### src/design/sls_pkg.sv
// Shared types and constants for the strap latch and speed indicator block.
// Assumes a single 25 MHz core clock and an analog strap sensor upstream that
// has already resolved the resistor option into a small code.
package sls_pkg;

    localparam int unsigned NUM_PORTS = 7;

    // Strap resistor option as reported by the strap sensing front end
    typedef enum logic [2:0]
    {
        SLS_RES_PD_200K = 3'h0,
        SLS_RES_PU_200K = 3'h1,
        SLS_RES_PD_10K  = 3'h2,
        SLS_RES_PU_10K  = 3'h3,
        SLS_RES_PD_10R  = 3'h4,
        SLS_RES_PU_10R  = 3'h5
    } sls_strap_code_t;

    localparam logic [2:0] STRAP_RESET_VAL = 3'h7;

    // Preset operating modes, one per resistor option, plus SLS_MODE_NONE for codes that name no resistor
    typedef enum logic [2:0]
    {
        SLS_MODE_INDICATOR_NO_SMBUS = 3'h0,
        SLS_MODE_INDICATOR_SMBUS    = 3'h1,
        SLS_MODE_RESERVED_A         = 3'h2,
        SLS_MODE_RESERVED_B         = 3'h3,
        SLS_MODE_CHARGE_INDICATOR   = 3'h4,
        SLS_MODE_RESERVED_C         = 3'h5,
        SLS_MODE_NONE               = 3'h7
    } sls_mode_t;

    // Per-port status from the hub port logic
    typedef struct packed
    {
        logic attached;
        logic super_speed;
    } sls_port_status_t;

    // Pin drive for one indicator pin
    typedef struct packed
    {
        logic level;
        logic oe;
    } sls_pin_drive_t;

    // Cycles after reset release before the strap is sampled, to let the pad settle
    localparam logic [3:0] STRAP_SETTLE_CYCLES = 4'h4;

endpackage : sls_pkg

### src/design/sls_speed_encoder.sv
// Per-port encoder from attach state and speed to indicator pin drive.
// Assumes port status is synchronous to clk_in.
`timescale 1ns/1ps

module sls_speed_encoder
(
    input  wire logic                      enable_in,
    input  wire sls_pkg::sls_port_status_t status_in,
    output sls_pkg::sls_pin_drive_t        drive_out
);

    // Float when nothing attached, low for 2.0/1.1, high for 3.1 Gen 1
    // One assignment drives the whole struct so the output has a single driver
    assign drive_out = '{level: status_in.attached & status_in.super_speed,
                         oe:    enable_in & status_in.attached};

endmodule : sls_speed_encoder

### src/design/sls_strap_latch.sv
// Strap latch and speed indicator top level.
// Assumes reset comes from the combined power-on and external chip reset, and that
// port status and strap code are synchronous to clk_in.
`timescale 1ns/1ps

// Notes on behaviour
// - The strap code is sampled after reset release and held as the configuration.
// - Capture happens after power-on reset and after every external reset release.
// - The captured resistor option selects one preset operating mode.
// - In the weak pull-down preset the SMBus stays disabled until the next reset.
// - In that preset seven pins become speed indicators for ports one to seven.
// - An indicator floats when unattached, drives 0 for 2.0/1.1 and 1 for 3.1 Gen 1.
module sls_strap_latch
(
    input  wire logic                                            clk_in,
    input  wire logic                                            rst_n_in,
    input  wire logic [2:0]                                      strap_code_in,
    input  wire sls_pkg::sls_port_status_t [sls_pkg::NUM_PORTS-1:0] port_status_in,
    output logic [2:0]                                           mode_out,
    output logic                                                 cfg_valid_out,
    output logic                                                 smbus_enable_out,
    output logic                                                 indicator_no_smbus_preset_out,
    output logic [sls_pkg::NUM_PORTS-1:0]                        port_speed_indicator_out,
    output logic [sls_pkg::NUM_PORTS-1:0]                        port_speed_indicator_oe_out
);

    ////////////////////////////////////////////////////////////////////////////
    // Strap capture

    typedef enum logic [1:0] {SLS_ST_SETTLE, SLS_ST_HOLD} sls_state_t;

    sls_state_t  state_q;
    sls_state_t  state_d;
    logic [3:0]  settle_q;
    logic [3:0]  settle_d;
    logic [2:0]  mode_q;
    logic [2:0]  mode_d;
    logic        valid_q;
    logic        valid_d;
    logic        capture;

    function automatic logic [2:0] sls_decode(input logic [2:0] code);
        case (code)
            sls_pkg::SLS_RES_PD_200K: sls_decode = sls_pkg::SLS_MODE_INDICATOR_NO_SMBUS;
            sls_pkg::SLS_RES_PU_200K: sls_decode = sls_pkg::SLS_MODE_INDICATOR_SMBUS;
            sls_pkg::SLS_RES_PD_10K:  sls_decode = sls_pkg::SLS_MODE_RESERVED_A;
            sls_pkg::SLS_RES_PU_10K:  sls_decode = sls_pkg::SLS_MODE_RESERVED_B;
            sls_pkg::SLS_RES_PD_10R:  sls_decode = sls_pkg::SLS_MODE_CHARGE_INDICATOR;
            sls_pkg::SLS_RES_PU_10R:  sls_decode = sls_pkg::SLS_MODE_RESERVED_C;
            default:                  sls_decode = sls_pkg::SLS_MODE_NONE;
        endcase
    endfunction : sls_decode

    // Reset covers both POR and external reset, so every release re-latches
    assign capture = (state_q == SLS_ST_SETTLE) && (settle_q == sls_pkg::STRAP_SETTLE_CYCLES);

    always_comb
    begin
        state_d  = state_q;
        settle_d = settle_q;
        mode_d   = mode_q;
        valid_d  = valid_q;
        case (state_q)
            SLS_ST_SETTLE:
            begin
                settle_d = settle_q + 4'h1;
                if (capture)
                begin
                    mode_d   = sls_decode(strap_code_in);
                    valid_d  = 1'b1;
                    state_d  = SLS_ST_HOLD;
                    settle_d = settle_q;
                end
            end
            SLS_ST_HOLD:
            begin
                // Mode frozen for the session
                state_d = SLS_ST_HOLD;
            end
            default:
            begin
                state_d = SLS_ST_SETTLE;
            end
        endcase
    end

    always_ff @(posedge clk_in or negedge rst_n_in)
    begin
        if (!rst_n_in)
        begin
            state_q  <= SLS_ST_SETTLE;
            settle_q <= 4'h0;
            mode_q   <= sls_pkg::STRAP_RESET_VAL;
            valid_q  <= 1'b0;
        end
        else
        begin
            state_q  <= state_d;
            settle_q <= settle_d;
            mode_q   <= mode_d;
            valid_q  <= valid_d;
        end
    end

    ////////////////////////////////////////////////////////////////////////////
    // Indicator outputs

    logic                                    preset_hit;
    sls_pkg::sls_pin_drive_t [sls_pkg::NUM_PORTS-1:0] drive;
    logic [sls_pkg::NUM_PORTS-1:0]           ind_level;
    logic [sls_pkg::NUM_PORTS-1:0]           ind_oe;
    logic [sls_pkg::NUM_PORTS-1:0]           attached_bits;
    logic [sls_pkg::NUM_PORTS-1:0]           fast_bits;

    assign preset_hit = valid_q && (mode_q == sls_pkg::SLS_MODE_INDICATOR_NO_SMBUS);

    for (genvar p = 0; p < sls_pkg::NUM_PORTS; p++)
    begin : g_port
        sls_speed_encoder u_enc
        (
            .enable_in (preset_hit),
            .status_in (port_status_in[p]),
            .drive_out (drive[p])
        );
        assign ind_level[p] = drive[p].level;
        assign ind_oe[p]    = drive[p].oe;
        // Plain status copies give the checks a reference apart from the encoder
        assign attached_bits[p] = port_status_in[p].attached;
        assign fast_bits[p]     = port_status_in[p].attached & port_status_in[p].super_speed;
    end

    // Registered so pins never glitch; one cycle of lag on status changes
    always_ff @(posedge clk_in or negedge rst_n_in)
    begin
        if (!rst_n_in)
        begin
            port_speed_indicator_out      <= '0;
            port_speed_indicator_oe_out   <= '0;
            smbus_enable_out              <= 1'b0;
            indicator_no_smbus_preset_out <= 1'b0;
            mode_out                      <= sls_pkg::STRAP_RESET_VAL;
            cfg_valid_out                 <= 1'b0;
        end
        else
        begin
            port_speed_indicator_out      <= ind_level;
            port_speed_indicator_oe_out   <= ind_oe;
            // SMBus held off until strap known, and for good in the preset
            smbus_enable_out              <= valid_q && !preset_hit;
            indicator_no_smbus_preset_out <= preset_hit;
            mode_out                      <= mode_q;
            cfg_valid_out                 <= valid_q;
        end
    end

    ////////////////////////////////////////////////////////////////////////////
    // Checks

    chk_strap_held: assert property (@(posedge clk_in) disable iff (!rst_n_in)
        valid_q && $past(valid_q) |-> $stable(mode_q))
        else $error("strap mode changed after capture");

    chk_capture_time: assert property (@(posedge clk_in) disable iff (!rst_n_in)
        $rose(rst_n_in) |-> ##5 valid_q)
        else $error("strap not captured after reset release");

    chk_decode_map: assert property (@(posedge clk_in) disable iff (!rst_n_in)
        capture && strap_code_in == sls_pkg::SLS_RES_PD_200K |=> mode_q == sls_pkg::SLS_MODE_INDICATOR_NO_SMBUS)
        else $error("weak pull-down not decoded to indicator preset");

    chk_smbus_off: assert property (@(posedge clk_in) disable iff (!rst_n_in)
        preset_hit |=> !smbus_enable_out)
        else $error("smbus enabled in indicator preset");

    chk_no_drive_off: assert property (@(posedge clk_in) disable iff (!rst_n_in)
        !preset_hit |=> port_speed_indicator_oe_out == '0)
        else $error("indicator driven outside preset");

    chk_float_unattached: assert property (@(posedge clk_in) disable iff (!rst_n_in)
        preset_hit && !port_status_in[0].attached |=> !port_speed_indicator_oe_out[0])
        else $error("indicator driven with nothing attached");

    chk_speed_level: assert property (@(posedge clk_in) disable iff (!rst_n_in)
        preset_hit && port_status_in[6].attached
        |=> port_speed_indicator_oe_out[6] && port_speed_indicator_out[6] == $past(port_status_in[6].super_speed))
        else $error("indicator level does not match speed");

    chk_follow_lag: assert property (@(posedge clk_in) disable iff (!rst_n_in)
        preset_hit && $stable(port_status_in) |=> port_speed_indicator_oe_out == $past(attached_bits))
        else $error("indicator did not follow status in one cycle");

    chk_valid_sticky: assert property (@(posedge clk_in) disable iff (!rst_n_in)
        $past(valid_q) |-> valid_q)
        else $error("captured configuration lost before reset");

    chk_mode_out_held: assert property (@(posedge clk_in) disable iff (!rst_n_in)
        valid_q && $past(valid_q) |=> $stable(mode_out))
        else $error("mode output changed after capture");

    chk_no_early_capture: assert property (@(posedge clk_in) disable iff (!rst_n_in)
        $rose(rst_n_in) |-> !valid_q [*5])
        else $error("strap captured before settle time");

    chk_decode_charge: assert property (@(posedge clk_in) disable iff (!rst_n_in)
        capture && strap_code_in == sls_pkg::SLS_RES_PD_10R |=> mode_q == sls_pkg::SLS_MODE_CHARGE_INDICATOR)
        else $error("strong pull-down not decoded to charge indicator mode");

    chk_smbus_wait: assert property (@(posedge clk_in) disable iff (!rst_n_in)
        !valid_q |=> !smbus_enable_out)
        else $error("smbus enabled before strap capture");

    chk_preset_flag: assert property (@(posedge clk_in) disable iff (!rst_n_in)
        valid_q && mode_q == sls_pkg::SLS_MODE_INDICATOR_NO_SMBUS |=> indicator_no_smbus_preset_out)
        else $error("preset flag not raised in indicator preset");

    chk_slow_level: assert property (@(posedge clk_in) disable iff (!rst_n_in)
        preset_hit && port_status_in[0].attached && !port_status_in[0].super_speed
        |=> port_speed_indicator_oe_out[0] && !port_speed_indicator_out[0])
        else $error("indicator not driven low for a slow connection");

    chk_level_follow: assert property (@(posedge clk_in) disable iff (!rst_n_in)
        preset_hit |=> port_speed_indicator_out == $past(fast_bits))
        else $error("indicator level did not follow status in one cycle");

endmodule : sls_strap_latch

### config.mk
export PLATFORM = sky130hd
export DESIGN_NAME = sls_strap_latch
export DESIGN_NICKNAME = d
export VERILOG_FILES = /design/src/design/sls_pkg.sv /design/src/design/sls_speed_encoder.sv /design/src/design/sls_strap_latch.sv
export SDC_FILE = /design/constraint.sdc
export NUM_CORES = 1
export LEC_CHECK = 0
export BUFFER_PORTS_ARGS = -buffer_cell sky130_fd_sc_hd__buf_2
export CAP_MARGIN = 10
export CORE_UTILIZATION = 46
export CTS_CLUSTER_DIAMETER = 80
export DETAILED_ROUTE_END_ITERATION = 6
export PLACE_DENSITY = 0.87
export SYNTH_ARGS = -nofsm -noshare
export SYNTH_HDL_FRONTEND = slang
export SYNTH_HIERARCHICAL = 1
export SYNTH_SLANG_ARGS = --single-unit
### constraint.sdc
create_clock -name clk_in -period 1.85 [get_ports clk_in]
set_input_delay 0.185 -clock clk_in [delete_from_list [all_inputs] [get_ports clk_in]]
set_output_delay 0.185 -clock clk_in [all_outputs]
set_load 0.01 [all_outputs]
==> results.py <==
metrics = {
    "run_status": {
        "status": "completed",
    },
    "routing": {
        "wl_per_cell_um": 11.0,
        "routed_wl_um": 1580,
        "drtPass1Iterations": 2,
        "wl_met3_um": 122,
        "antenna_left": 0,
        "via_count": 659,
        "drtIter0Drc": 5,
        "met1_length_um": 647,
        "route.met2.wl_um": 793,
        "top_layer_used": "met4",
        "via_per_inst": 4.61,
        "drcViolationCount": 0,
    },
    "sta": {
        "fmax_mhz": 629,
        "hold_viol": 0,
        "slew_headroom_pct": 60.2,
        "clock_skew_ps": 4.93,
        "finalSetupViolCount": 0,
        "rsz0062_at_grt": "no",
        "maxSlewViolCount": 0,
        "post-route-period-util_pct": 85.9,
        "min_period_ps": 1590,
        "tightest_slew_ps": 598,
        "tns_ps": 0,
    },
    "synthesis": {
        "synthAdderAreaFrac_pct": 2.48,
        "yosys.area_share.simple_pct": 15.8,
        "synth_top_family_by_area": "simple AND/OR/NAND/NOR gates",
        "syn-instance-count": 69,
        "muxShareOfSynthArea_pct": 4.83,
        "synthXorXnorAreaFrac_pct": 0.866,
        "synth_cell_type_count": 17,
        "synth_fp_nets": 90,
        "syn_area_mm2": 0.00101,
        "synth_top_area_cell": "dfrtp_1",
        "ys_warn_count": 6,
        "synth-compound-area-share_pct": 1.98,
        "synthDominantCellAreaShare_pct": 56.9,
        "synth.area.top_cells": "dfrtp_1, dfstp_2, and2_1",
        "synth.avg_cell_area_um2": 14.7,
        "ys_seq_elements": 29,
        "seq_area_frac_synth_pct": 72.5,
    },
    "final_layout": {
        "fin_util_pct": 65.8,
        "drive_gt1_share_pct": 49.1,
        "n_antenna_cell": 0,
        "final_cell_mix": "buf_2, dfrtp_1, and2_1",
        "nFillCells": 159,
        "fin_nets": 136,
        "syn_to_final_growth_pct": 31.6,
        "final_common_cell": "buf_2",
    },
    "global_routing": {
        "grt_usage_pct": 16.3,
        "first_global_vias": 720,
        "grt_max_degree": 30,
        "antenna_found_initial": 0,
        "grt_overflow": 0,
        "grt_pass1_wl_um": 2790,
    },
    "clocking": {
        "cts_tree": "yes",
        "cts_max_level": 2,
        "clk_latency_ps": 310,
        "path_clk_slew_ps": 90,
        "cts_sinks": 29,
        "clock_path_buffers": 2,
        "numCtsBuffers": 5,
        "cts_root_buffer": "clkbuf_4",
    },
    "worst_setup_path": {
        "critPathLaunchType": "flop",
        "crit_arrival_ps": 1790,
        "cp_max_fo": 3,
        "r2r_cells": 5,
        "path_buf_inv": 1,
        "path_class": "flop to flop",
        "slowest_stage": "dfrtp_1",
        "cpPeakStageDelay_ps": 380,
        "end_kind": "flop",
        "crit_family": "flip-flops",
        "crit_chain": "inv_1 > ha_1 > nor2b_1 > a21oi_1 > mux2_1",
        "cp.depth": 5,
        "cp.required_ps": 2050,
    },
    "worst_hold_path": {
        "hold_depth": 2,
        "hp-class": "input pin to flop",
    },
    "die": {
        "num_io_pins": 39,
        "start_util_pct": 50.0,
        "placementRows": 16,
        "die_w_um": 48.9,
        "core_area_mm2": 0.00202,
        "die-area_mm2": 0.00239,
        "die_h_um": 48.9,
    },
    "power_and_ir_drop": {
        "ir_worst_vdd_mv": 0.757,
        "powerDensity_mw_per_mm2": 948,
        "p_leak_nw": 0.681,
    },
    "run": {
        "max_cap_violations": 0,
    },
    "placed_design": {
        "post-dp-hpwl_um": 1190,
        "gp_congestion": 0.715,
        "portBuffers": 38,
    },
}
[cells in the mapped netlist]
library cell and n:
xnor2_1 1, dfstp_2 6, and2_1 15, nor2b_1 2, nor3_1 2, or4_4 1, inv_1 2, inv_2 2
nor2_1 2, nand2b_1 1, a21oi_1 4, mux2_1 3, and4bb_2 1, or2_2 1, dfrtp_1 23, ha_1 2
mux2_4 1
[flip-flops by register name (all words and copies together) (netlist names)]
| name | cells |
|---|---|
| port_speed_indicator_oe_out | 7 |
| port_speed_indicator_out | 7 |
| settle_q | 4 |
| mode_out | 3 |
| mode_q | 3 |
| cfg_valid_out | 1 |
| indicator_no_smbus_preset_out | 1 |
| smbus_enable_out | 1 |
| state_q | 1 |
| valid_q | 1 |
[worst register-to-register path: stages (launching register included)]
cell and delay [ps]:
dfrtp_1 380, inv_1 70, ha_1 200, nor2b_1 150
a21oi_1 310, mux2_1 360
[final cells by class]
cell class	count	area (µm²)	share of cell area, %
Multi-Input combinational cell	36	263	19.8
Clock buffer	7	55.1	4.14
Inverter	4	15.0	1.13
Tap cell	27	33.8	2.54
Timing Repair Buffer	39	200	15.1
Clock inverter	1	30.0	2.26
Sequential cell	29	733	55.1
[where the power goes]
group	internal, W	switching [W]
registers	0.000659	0.00000616
clock network	0.000323	0.000201
logic	0.0000341	0.0000376
total	0.00102	0.000245
[through the flow]
stage	cell area (µm²)	hold slack, ps	power (W)	cells	worst slack (ps)
global route	1330	57.6	0.00131	143	208
global placement	1230	222	0.000746	134	397
floorplan	1010	-111	0.000699	69	421
CTS	1330	57.8	0.00128	143	271
finish	1330	72.8	0.00126	143	261
detailed placement	1230	227	0.000749	134	286
[routing by layer]
metal / track usage (%) / up-vias
li1: - / 314
met1: 17.1 / 309
met2: 28.0 / 33
met3: 7.17 / 3
met4: 7.35 / 0
met5: 0 / -
[cell families (layout without fill, tap and decap cells)]
family / after synthesis / after routing
buf+inv: 4 / 51
compound gates: 4 / 4
mux: 4 / 4
simple gates: 25 / 25
xor+xnor: 1 / 1
flops: 29 / 29
fa+ha+maj: 2 / 2
[timing repair]
item	CTS	global route
hold buffers	1	0
setup buffers	0	0
resized for setup	0	0
hold endpoints to repair	23	0
[final timing paths]
| kind | start | endpoint | slack [ps] |
|---|---|---|---|
| max in group asynchronous | rst_n_in | port_speed_indicator_oe_out[0] | 1040 |
| max reg2reg | settle_q[1] | settle_q[1] | 260 |
| min reg2reg | mode_q[1] | mode_out[1] | 370 |
| min | port_status_in[2] | port_speed_indicator_out[1] | 70 |
| min in group asynchronous | rst_n_in | smbus_enable_out | 410 |
| max | settle_q[1] | settle_q[1] | 260 |
Power figures use the tool's default switching activity.
